**src/hw/ctc_consts.svh**
```systemverilog
`ifndef CTC_CONSTS_SVH
`define CTC_CONSTS_SVH

`define OFS_TCFG0 8'h00
`define OFS_TCFG1 8'h04
`define OFS_TCNT0 8'h08
`define OFS_TCNT1 8'h0C
`define OFS_TREL0 8'h10
`define OFS_TREL1 8'h14
`define OFS_STAG 8'h18
`define OFS_IRQ_STAT 8'h20
`define OFS_IRQ_CLR 8'h24
`define OFS_IRQ_EN 8'h28
`define OFS_IRQ_SET 8'h2C
`define OFS_CH_CFG 8'h40
`define OFS_CH_VAL 8'h80
`define OFS_CH_MASK 8'hC0

`define CFG_SRC_LSB 0
`define CFG_RUN_BIT 3
`define CH_CFG_W 6
`define IRQ_TOV0_BIT 16
`define IRQ_TOV1_BIT 17
`define IRQ_W 18

`define STAG_PHASE_LAST 3'h7
`define RST_WORD 16'h0000
`define PRESC_W 5

`endif

```
**src/hw/ctc_pkg.sv**
```systemverilog
package ctc_pkg;

  typedef enum logic [3:0] {
    CH_OFF,
    CAP_RISE,
    CAP_FALL,
    CAP_BOTH,
    CMP_IRQ_ALL,
    CMP_TOGGLE,
    CMP_IRQ_ONCE,
    CMP_SET_ONCE,
    CMP_DOUBLE
  } ch_mode_e;

  typedef enum logic [2:0] {
    SRC_DIV1,
    SRC_DIV2,
    SRC_DIV4,
    SRC_DIV8,
    SRC_DIV16,
    SRC_DIV32,
    SRC_AUX_OVF,
    SRC_EXT
  } clk_src_e;

  typedef struct packed {
    logic single;
    logic tsel;
    ch_mode_e mode;
  } ch_cfg_s;

endpackage

```
**src/hw/timebase_if.sv**
```systemverilog
`timescale 1ns/1ps
interface timebase_if;
  logic [15:0] count;
  logic upd;
  logic ovf;
  modport src (output count, output upd, output ovf);
  modport sink (input count, input upd, input ovf);
endinterface

```
**src/hw/channel_timer_array.sv**
```systemverilog
// Added by the designer: the Avalon-MM slave port and the register addresses.
`timescale 1ns/1ps
`include "ctc_consts.svh"
// Operation
// - Sixteen channels, each selects its time base and capture or compare.
// - Two independent 16-bit time base counters, each with a reload register.
// - Counter clock chosen from prescaled system clock or auxiliary timer overflow.
// - Each time base can be clocked by its own external count input.
// - One-cycle resolution normally; eight cycles in staggered mode.
// - Each channel owns one pin: capture trigger or compare output.
// - Capture copies the assigned time base and raises the channel interrupt.
// - Capture edge selectable: rising, falling or both.
// - Compare channels match continuously against their time base.
// - Compare mode 0 interrupts on every match, pin untouched.
// - Compare mode 1 toggles the pin on every match.
// - Compare mode 2 interrupts at most once per timer period.
// - Compare mode 3 sets pin on match, clears on overflow, once per period.
// - Double register mode: two channels toggle one shared pin.
// - Single event option stops a channel after its first compare action.
// - Auxiliary timer six overflow is routed in as a count source.
// - Each source has request, enable; software may set the request.
module channel_timer_array import ctc_pkg::*; #(
  parameter int NCH = 16
) (
  // Clock and reset
  input wire logic i_clk,
  input wire logic i_rst_b,
  // Avalon-MM slave
  input wire logic [7:0] i_avs_address,
  input wire logic i_avs_read,
  input wire logic i_avs_write,
  input wire logic [31:0] i_avs_writedata,
  output logic [31:0] o_avs_readdata,
  output logic o_avs_waitrequest,
  // Channel pins
  input wire logic [NCH-1:0] i_ch_pin,
  output logic [NCH-1:0] o_ch_pin,
  output logic [NCH-1:0] o_ch_pin_oe,
  // Count sources
  input wire logic [1:0] i_ext_count,
  input wire logic i_aux_timer_six_ovf,
  // Interrupt
  output logic o_irq
);
  timebase_if tb0();
  timebase_if tb1();

  logic ack_q;
  logic [31:0] rdata_q;
  logic [31:0] rdata_d;
  logic [3:0] tcfg_q [2];
  logic [15:0] trel_q [2];
  logic stag_q;
  logic [`IRQ_W-1:0] irq_stat_q;
  logic [`IRQ_W-1:0] irq_en_q;
  ch_cfg_s cfg_q [NCH];
  logic [15:0] val_q [NCH];
  logic [NCH-1:0] pin_q;
  logic [NCH-1:0] match_w;
  logic [NCH-1:0] chan_evt;
  logic [NCH-1:0] pin_rise;
  logic [NCH-1:0] pin_fall;
  logic [1:0] ext_rise;

  // Bus decode; one wait state gives a registered read path
  wire acc = i_avs_read | i_avs_write;
  wire wr_go = i_avs_write & ack_q;
  wire [7:0] addr = {i_avs_address[7:2], 2'b00};
  wire [3:0] ch_idx = addr[5:2];
  wire cfg_hit = (addr & `OFS_CH_MASK) == `OFS_CH_CFG;
  wire val_hit = (addr & `OFS_CH_MASK) == `OFS_CH_VAL;
  wire [15:0] wd16 = i_avs_writedata[15:0];
  wire [`IRQ_W-1:0] wd_irq = i_avs_writedata[`IRQ_W-1:0];
  wire [`IRQ_W-1:0] irq_set = (wr_go && addr == `OFS_IRQ_SET) ? wd_irq : '0;
  wire [`IRQ_W-1:0] irq_clr = (wr_go && addr == `OFS_IRQ_CLR) ? wd_irq : '0;
  wire [`IRQ_W-1:0] irq_evt = {tb1.ovf, tb0.ovf, chan_evt};

  assign o_avs_waitrequest = acc & ~ack_q;
  assign o_avs_readdata = rdata_q;

  always_comb begin
    rdata_d = 32'h00000000;
    if (cfg_hit) begin
      rdata_d = {26'h0, cfg_q[ch_idx]};
    end else if (val_hit) begin
      rdata_d = {16'h0000, val_q[ch_idx]};
    end else begin
      case (addr)
        `OFS_TCFG0: rdata_d = {28'h0000000, tcfg_q[0]};
        `OFS_TCFG1: rdata_d = {28'h0000000, tcfg_q[1]};
        `OFS_TCNT0: rdata_d = {16'h0000, tb0.count};
        `OFS_TCNT1: rdata_d = {16'h0000, tb1.count};
        `OFS_TREL0: rdata_d = {16'h0000, trel_q[0]};
        `OFS_TREL1: rdata_d = {16'h0000, trel_q[1]};
        `OFS_STAG: rdata_d = {31'h0, stag_q};
        `OFS_IRQ_STAT: rdata_d = {14'h0, irq_stat_q};
        `OFS_IRQ_EN: rdata_d = {14'h0, irq_en_q};
        default: rdata_d = 32'h00000000;
      endcase
    end
  end

  always_ff @(posedge i_clk or negedge i_rst_b) begin
    if (!i_rst_b) begin
      ack_q <= 1'b0;
      rdata_q <= 32'h00000000;
    end else begin
      ack_q <= acc & ~ack_q;
      if (i_avs_read && !ack_q) begin
        rdata_q <= rdata_d;
      end
    end
  end

  always_ff @(posedge i_clk or negedge i_rst_b) begin
    if (!i_rst_b) begin
      tcfg_q[0] <= 4'h0;
      tcfg_q[1] <= 4'h0;
      trel_q[0] <= `RST_WORD;
      trel_q[1] <= `RST_WORD;
      stag_q <= 1'b0;
      irq_en_q <= '0;
    end else if (wr_go) begin
      case (addr)
        `OFS_TCFG0: tcfg_q[0] <= i_avs_writedata[3:0];
        `OFS_TCFG1: tcfg_q[1] <= i_avs_writedata[3:0];
        `OFS_TREL0: trel_q[0] <= wd16;
        `OFS_TREL1: trel_q[1] <= wd16;
        `OFS_STAG: stag_q <= i_avs_writedata[0];
        `OFS_IRQ_EN: irq_en_q <= wd_irq;
        default: stag_q <= stag_q;
      endcase
    end
  end

  // Hardware events and software set both beat a clear in the same cycle
  always_ff @(posedge i_clk or negedge i_rst_b) begin
    if (!i_rst_b) begin
      irq_stat_q <= '0;
    end else begin
      irq_stat_q <= (irq_stat_q & ~irq_clr) | irq_evt | irq_set;
    end
  end

  assign o_irq = |(irq_stat_q & irq_en_q);

  pin_sync #(.W(NCH)) u_pin_sync (
    .i_clk(i_clk),
    .i_rst_b(i_rst_b),
    .i_pins(i_ch_pin),
    .o_level(),
    .o_rise(pin_rise),
    .o_fall(pin_fall)
  );

  pin_sync #(.W(2)) u_ext_sync (
    .i_clk(i_clk),
    .i_rst_b(i_rst_b),
    .i_pins(i_ext_count),
    .o_level(),
    .o_rise(ext_rise),
    .o_fall()
  );

  timebase u_tb0 (
    .i_clk(i_clk),
    .i_rst_b(i_rst_b),
    .i_src(clk_src_e'(tcfg_q[0][`CFG_SRC_LSB +: 3])),
    .i_run(tcfg_q[0][`CFG_RUN_BIT]),
    .i_stag(stag_q),
    .i_reload(trel_q[0]),
    .i_aux_ovf(i_aux_timer_six_ovf),
    .i_ext_rise(ext_rise[0]),
    .i_wr(wr_go && addr == `OFS_TCNT0),
    .i_wdata(wd16),
    .o_tb(tb0)
  );

  timebase u_tb1 (
    .i_clk(i_clk),
    .i_rst_b(i_rst_b),
    .i_src(clk_src_e'(tcfg_q[1][`CFG_SRC_LSB +: 3])),
    .i_run(tcfg_q[1][`CFG_RUN_BIT]),
    .i_stag(stag_q),
    .i_reload(trel_q[1]),
    .i_aux_ovf(i_aux_timer_six_ovf),
    .i_ext_rise(ext_rise[1]),
    .i_wr(wr_go && addr == `OFS_TCNT1),
    .i_wdata(wd16),
    .o_tb(tb1)
  );

  for (genvar n = 0; n < NCH; n++) begin : g_ch
    localparam int P = n ^ 8;
    logic armed_q;
    logic done_q;
    wire ch_cfg_s c = cfg_q[n];
    wire cfg_wr = wr_go & cfg_hit & (ch_idx == 4'(n));
    wire val_wr = wr_go & val_hit & (ch_idx == 4'(n));
    wire [15:0] tcnt = c.tsel ? tb1.count : tb0.count;
    wire tupd = c.tsel ? tb1.upd : tb0.upd;
    wire tovf = c.tsel ? tb1.ovf : tb0.ovf;
    wire m_rise = (c.mode == CAP_RISE) | (c.mode == CAP_BOTH);
    wire m_fall = (c.mode == CAP_FALL) | (c.mode == CAP_BOTH);
    wire cap = (m_rise & pin_rise[n]) | (m_fall & pin_fall[n]);
    wire live = ~done_q;
    wire once = (c.mode == CMP_IRQ_ONCE) | (c.mode == CMP_SET_ONCE);
    wire act_all = live & match_w[n] & (c.mode == CMP_IRQ_ALL);
    wire tog_own = match_w[n] & (c.mode == CMP_TOGGLE);
    wire tog_dbl = (match_w[n] | match_w[P]) & (c.mode == CMP_DOUBLE);
    wire act_tog = live & (tog_own | tog_dbl);
    wire act_once = live & armed_q & match_w[n] & once;
    wire act_set = act_once & (c.mode == CMP_SET_ONCE);

    // Match only on a fresh count value, so one value gives one event
    assign match_w[n] = tupd & (tcnt == val_q[n]);
    assign chan_evt[n] = cap | act_all | act_tog | act_once;
    assign o_ch_pin[n] = pin_q[n];
    assign o_ch_pin_oe[n] = (c.mode == CMP_TOGGLE) | (c.mode == CMP_SET_ONCE) |
                            (c.mode == CMP_DOUBLE);

    always_ff @(posedge i_clk or negedge i_rst_b) begin
      if (!i_rst_b) begin
        cfg_q[n] <= ch_cfg_s'(`CH_CFG_W'(0));
        val_q[n] <= `RST_WORD;
        pin_q[n] <= 1'b0;
        armed_q <= 1'b1;
        done_q <= 1'b0;
      end else begin
        if (cfg_wr) begin
          cfg_q[n] <= ch_cfg_s'(i_avs_writedata[`CH_CFG_W-1:0]);
        end
        // A capture wins over a software write in the same cycle
        if (cap) begin
          val_q[n] <= tcnt;
        end else if (val_wr) begin
          val_q[n] <= wd16;
        end
        if (act_set) begin
          pin_q[n] <= 1'b1;
        end else if (tovf && c.mode == CMP_SET_ONCE) begin
          pin_q[n] <= 1'b0;
        end else if (act_tog) begin
          pin_q[n] <= ~pin_q[n];
        end
        if (act_once) begin
          armed_q <= 1'b0;
        end else if (tovf || cfg_wr) begin
          armed_q <= 1'b1;
        end
        if (cfg_wr) begin
          done_q <= 1'b0;
        end else if (c.single && (act_all || act_tog || act_once)) begin
          done_q <= 1'b1;
        end
      end
    end
  end
endmodule

```
**src/hw/pin_sync.sv**
```systemverilog
`timescale 1ns/1ps
module pin_sync #(
  parameter int W = 16
) (
  // Clock and reset
  input wire logic i_clk,
  input wire logic i_rst_b,
  // Asynchronous pins
  input wire logic [W-1:0] i_pins,
  // Synchronous view
  output logic [W-1:0] o_level,
  output logic [W-1:0] o_rise,
  output logic [W-1:0] o_fall
);
  logic [W-1:0] s1_q;
  logic [W-1:0] s2_q;
  logic [W-1:0] s3_q;

  always_ff @(posedge i_clk or negedge i_rst_b) begin
    if (!i_rst_b) begin
      s1_q <= '0;
      s2_q <= '0;
      s3_q <= '0;
    end else begin
      s1_q <= i_pins;
      s2_q <= s1_q;
      s3_q <= s2_q;
    end
  end

  assign o_level = s2_q;
  assign o_rise = s2_q & ~s3_q;
  assign o_fall = ~s2_q & s3_q;
endmodule

```
**src/hw/timebase.sv**
```systemverilog
`timescale 1ns/1ps
`include "ctc_consts.svh"
module timebase import ctc_pkg::*; (
  // Clock and reset
  input wire logic i_clk,
  input wire logic i_rst_b,
  // Configuration
  input wire clk_src_e i_src,
  input wire logic i_run,
  input wire logic i_stag,
  input wire logic [15:0] i_reload,
  // Count sources
  input wire logic i_aux_ovf,
  input wire logic i_ext_rise,
  // Software load
  input wire logic i_wr,
  input wire logic [15:0] i_wdata,
  // Time base out
  timebase_if.src o_tb
);
  logic [`PRESC_W-1:0] presc_q;
  logic [15:0] count_q;
  logic [15:0] count_d;
  logic upd_q;
  logic ovf_q;
  logic sel_tick;
  logic tick;
  logic wrap;

  function automatic logic div_tick(input logic [`PRESC_W-1:0] p, input int k);
    logic [`PRESC_W-1:0] mask;
    mask = `PRESC_W'((1 << k) - 1);
    return &(p | ~mask);
  endfunction

  always_comb begin
    case (i_src)
      SRC_DIV1: sel_tick = 1'b1;
      SRC_DIV2: sel_tick = div_tick(presc_q, 1);
      SRC_DIV4: sel_tick = div_tick(presc_q, 2);
      SRC_DIV8: sel_tick = div_tick(presc_q, 3);
      SRC_DIV16: sel_tick = div_tick(presc_q, 4);
      SRC_DIV32: sel_tick = div_tick(presc_q, 5);
      SRC_AUX_OVF: sel_tick = i_aux_ovf;
      SRC_EXT: sel_tick = i_ext_rise;
      default: sel_tick = 1'b0;
    endcase
  end

  // Staggered mode lets the counter step only every eighth cycle
  assign tick = i_run & sel_tick & (~i_stag | (presc_q[2:0] == `STAG_PHASE_LAST));
  assign wrap = tick & (&count_q);
  assign count_d = i_wr ? i_wdata : wrap ? i_reload : tick ? count_q + 16'h0001 : count_q;

  always_ff @(posedge i_clk or negedge i_rst_b) begin
    if (!i_rst_b) begin
      presc_q <= '0;
      count_q <= `RST_WORD;
      upd_q <= 1'b0;
      ovf_q <= 1'b0;
    end else begin
      presc_q <= presc_q + `PRESC_W'(1);
      count_q <= count_d;
      upd_q <= tick | i_wr;
      ovf_q <= wrap & ~i_wr;
    end
  end

  assign o_tb.count = count_q;
  assign o_tb.upd = upd_q;
  assign o_tb.ovf = ovf_q;
endmodule

```
**config.mk**
```make
export PLATFORM = sky130hd
export DESIGN_NAME = channel_timer_array
export DESIGN_NICKNAME = d
export VERILOG_FILES = /design/src/hw/ctc_pkg.sv /design/src/hw/timebase_if.sv /design/src/hw/channel_timer_array.sv /design/src/hw/pin_sync.sv /design/src/hw/timebase.sv
export VERILOG_INCLUDE_DIRS = /design/src /design/src/hw
export SDC_FILE = /design/constraint.sdc
export NUM_CORES = 2
export LEC_CHECK = 0
export BUFFER_PORTS_ARGS = -buffer_cell sky130_fd_sc_hd__buf_2
export CAP_MARGIN = 20
export CORE_UTILIZATION = 40
export CTS_BUF_LIST = sky130_fd_sc_hd__clkbuf_16
export DETAILED_ROUTE_END_ITERATION = 8
export PLACE_DENSITY = 0.6
export SLEW_MARGIN = 20
export SYNTH_ARGS = -nofsm -noshare
export SYNTH_HDL_FRONTEND = slang
export SYNTH_SLANG_ARGS = --single-unit
export TNS_END_PERCENT = 10
```
**constraint.sdc**
```tcl
create_clock -name i_clk -period 4.5 [get_ports i_clk]
set_input_delay 0.45 -clock i_clk [delete_from_list [all_inputs] [get_ports i_clk]]
set_output_delay 0.45 -clock i_clk [all_outputs]
set_load 0.01 [all_outputs]
```
==> metrics.md <==
| Metric | Value |
|---|---|
| Fin crit share | `82.8%` |
| Ports | `129` |
| DR WL/cell | `29.0 µm` |
| Synth Flop Type | `dfrtp_1` |
| Mapped Cells | `3845` |
| Die width | `311 µm` |
| Clk root buf | `clkbuf_16` |
| Pwr/cell area | `524 nW/µm²` |
| Final Wtd Congestion | `0.983` |
| Htree depth | `3` |
| Post-Synth Simple-Gate Area | `13.6%` |
| Largest net degree at the start of global routing | `136` |
| Crit path DAT | `4250 ps` |
| Crit path launch type | `register` |
| Commonest non-fill, non-tap cell in the layout | `dfrtp_1` |
| Ys async rst share | `100%` |
| Yosys cell types | `86` |
| Slew margin rel. | `13.7%` |
| Total Wirelength | `150 mm` |
| Die Ht | `311 µm` |
| Commonest non-fill, non-tap cells in the layout | `580 x dfrtp_1, 511 x nand2_1, 361 x mux2_2` |
| CP Class | `register to register` |
| Hold path start | `i_avs_read` |
| Status | `finished, final reports clean` |
| Main combinational cell family by area after synthesis | `multiplexers` |
| Max Clk Rate | `268 MHz` |
| Leak pwr | `17.5 nW` |
| Synth Area in Compound Gates | `11.4%` |
| Clk sinks | `596` |
| Area grow syn2layout | `11.4%` |
| Post-synth EDFFs | `0` |
| Initial antenna violation count | `13` |
| Antenna viol nets, final | `0` |
| Post-synthesis adder-cell area fraction | `0.263%` |
| Core area | `93900 µm²` |
| First-pass GRT wire length | `218 mm` |
| DRT iter0 DRCs | `4314` |
| Reg clk slew, reported paths | `60 ps` |
| Reg-to-Reg End | `o_ch_pin[6]$_DFFE_PN0P_` |
| Worst-margin pin slew | `1290 ps` |
| Vias | `32600` |
| Gr ovfl total | `0` |
| CTS tree | `built` |
| Number of remaining DRC errors | `0` |
| DR pass1 iterations | `5` |
| Vias in the first global route | `30700` |
| R2R Setup Slk | `770 ps` |
| Crit path max-delay cell type | `dfrtp_1` |
| Final non-filler cell area | `42400 µm²` |
| Mapped Area | `38100 µm²` |
| Worst Path Required | `5020 ps` |
| Max clock buf depth | `3` |
| Worst skew pair latency | `650 ps` |
| Total negative setup slack | `0 ps` |
| Port-buffer cells | `98` |
| Total track usage | `30.7%` |
| CTS resizes | `0` |
| Worst-path fanout max | `14` |
| CP Cell Sequence | `buf_4 > mux2i_1 > xnor2_1 > a2111oi_0 > nand4_1 > nor4_1 > or3_1 > nand3_1` |
| Worst setup EP type | `register` |
| CP max stage delay | `1210 ps` |
| Fraction of layout cells with a size suffix above 1 | `21.7%` |
| Slew Limit Fails | `0` |
| Worst flop-to-flop path startpoint | `u_tb0.o_tb.count[9]$_DFFE_PN0P_` |
| Row cnt | `112` |
| Cts bufs inserted | `69` |
| Worst-case reg-to-reg path depth | `8` |
| Post-synthesis average cell area | `9.91 µm²` |
| Yosys Warn Count | `0` |
| Worst vdd ir | `0.360 mV` |
| Xor/xnor share of the synthesized area | `5.89%` |
| Vias per cell | `6.29` |
| HP Class | `input port to register` |
| Synthesized flop and latch total | `596` |
| DIE AREA | `96500 µm²` |
| Sequential share of the synthesized area | `39.2%` |
| Nets | `3937` |
| Placed Area | `40000 µm²` |
| Max_cap viols | `0` |
| Worst Hold Depth | `3` |
| Multiplexer share of the synthesized area | `25.5%` |
| Setup violators final | `0` |
| Unrepaired setup endpoints after global routing | `no` |
| Post-DP HPWL | `105 mm` |
| Final Hold Vio Count | `0` |
| Starting Density | `40.6%` |
| Post-layout min period | `3730 ps` |
| Worst hold path endpoint | `ack_q$_DFF_PN0_` |
| Max Clock Skew | `31.4 ps` |
repair_timing:
action                    4_1_cts  5_1_grt
hold endpoints to repair       75        0
hold buffers                   19        0
setup buffers                   0        0
registers in the layout (all words and copies together) (netlist names), 2 cells and up:
signal	cells
u_pin_sync.o_level	16
u_tb1.o_tb.count	16
irq_en_q	18
o_avs_readdata	18
u_pin_sync.s3_q	16
trel_q	32
cfg_q	96
u_tb1.presc_q	5
u_ext_sync.s1_q	2
u_tb0.presc_q	5
u_pin_sync.s1_q	16
g_ch.armed_q	16
irq_stat_q	18
u_tb0.o_tb.count	16
u_ext_sync.o_level	2
u_ext_sync.s3_q	2
o_ch_pin	16
tcfg_q	8
val_q	256
g_ch.done_q	16
per-layer routing:
layer,vias to the layer above,GRT usage [%],wire length [µm]
met5,-,0,107
met4,16,14.9,7990
met3,362,7.16,16800
met2,1887,44.2,63500
met1,16400,43.2,62000
li1,13900,-,-
critical path, delay by kind of cell (launching register included):
kind	cells	cell delay [ps]
buffers and inverters	1	340
flip-flops	1	1210
XOR/XNOR	1	240
multiplexers	1	120
AND/OR/NAND/NOR	4	1150
AO/OA/AOI/OAI	1	530
through the flow:
stage | std cells | power [mW] | utilization [%] | hold slack, ps | worst slack, ps
after floorplan | 3858 | 13.3 | - | 154 | 1990
after global placement | 5028 | 16.1 | 42.6 | 332 | 960
after detailed placement | 5028 | 16.3 | 42.6 | 336 | 977
after CTS | 5173 | 21.9 | 45.1 | 84.3 | 952
after global routing | 5175 | 23.1 | 45.2 | 107 | 724
final | 5182 | 22.2 | 45.2 | 104 | 773
synth_stat cells, drive strengths merged (17+ instances only):
master  instances  share of area, %
nand4          37              0.61
a211o          20              0.46
xnor2         248               5.7
nor2          157               1.6
dfrtp         580                38
a31oi          24              0.39
nand2         511               5.0
mux2i         278               7.3
nor3           73               1.0
a22oi          45              0.89
inv            55              0.54
and3           20              0.33
a211oi         21              0.41
buf           117               1.6
o211ai         17              0.34
nor4           57              0.94
o21ai         386               5.1
a21oi         120               1.6
mux2          391                12
nor2b          31              0.51
mux4          113               6.7
clkbuf        204               2.0
nand3          76               1.0
nand3b         42              0.83
nand2b         20              0.33
layout make-up:
class | instances | area, µm²
well taps | 1254 | 1570
clock inverters | 52 | 327
fillers | 9038 | 51400
diodes | 7 | 17.5
flip-flops and latches | 596 | 14900
inverters | 55 | 206
repair buffers | 258 | 1880
multi-input cells | 2886 | 21700
clock buffers | 74 | 1850
worst max-delay path by stage:
stage	from	endpoint	slack (ps)	depth (start not counted)
2_1_floorplan	i_avs_address[2]	o_avs_readdata[10]$_DFFE_PN0P_	1990	7
3_3_place_gp	u_tb0.o_tb.count[9]$_DFFE_PN0P_	g_ch[6].done_q$_DFFE_PN0P_	960	8
3_5_place_dp	u_tb0.o_tb.count[9]$_DFFE_PN0P_	g_ch[6].done_q$_DFFE_PN0P_	980	8
4_1_cts	u_tb0.o_tb.count[9]$_DFFE_PN0P_	o_ch_pin[6]$_DFFE_PN0P_	950	8
5_1_grt	u_tb0.o_tb.count[9]$_DFFE_PN0P_	o_ch_pin[6]$_DFFE_PN0P_	720	8
6_report	u_tb0.o_tb.count[9]$_DFFE_PN0P_	o_ch_pin[6]$_DFFE_PN0P_	770	8
cell families (layout without fill, tap and decap cells):
family                   after synthesis  after routing
AND/OR/NAND/NOR                     1095           1095
multiplexers                         782            782
AO/OA/AOI/OAI                        731            731
flip-flops                           596            596
buffers and inverters                376            439
XOR/XNOR                             256            256
adder cells (fa/ha/maj)                8              8
other                                  1             21
power by group:
group	total (mW)	internal [mW]	switching (mW)
registers	8.63	6.71	1.92
clock network	5.62	3.14	2.48
logic	7.98	3.72	4.26
Note: power is estimated with default switching activity, not from simulation.
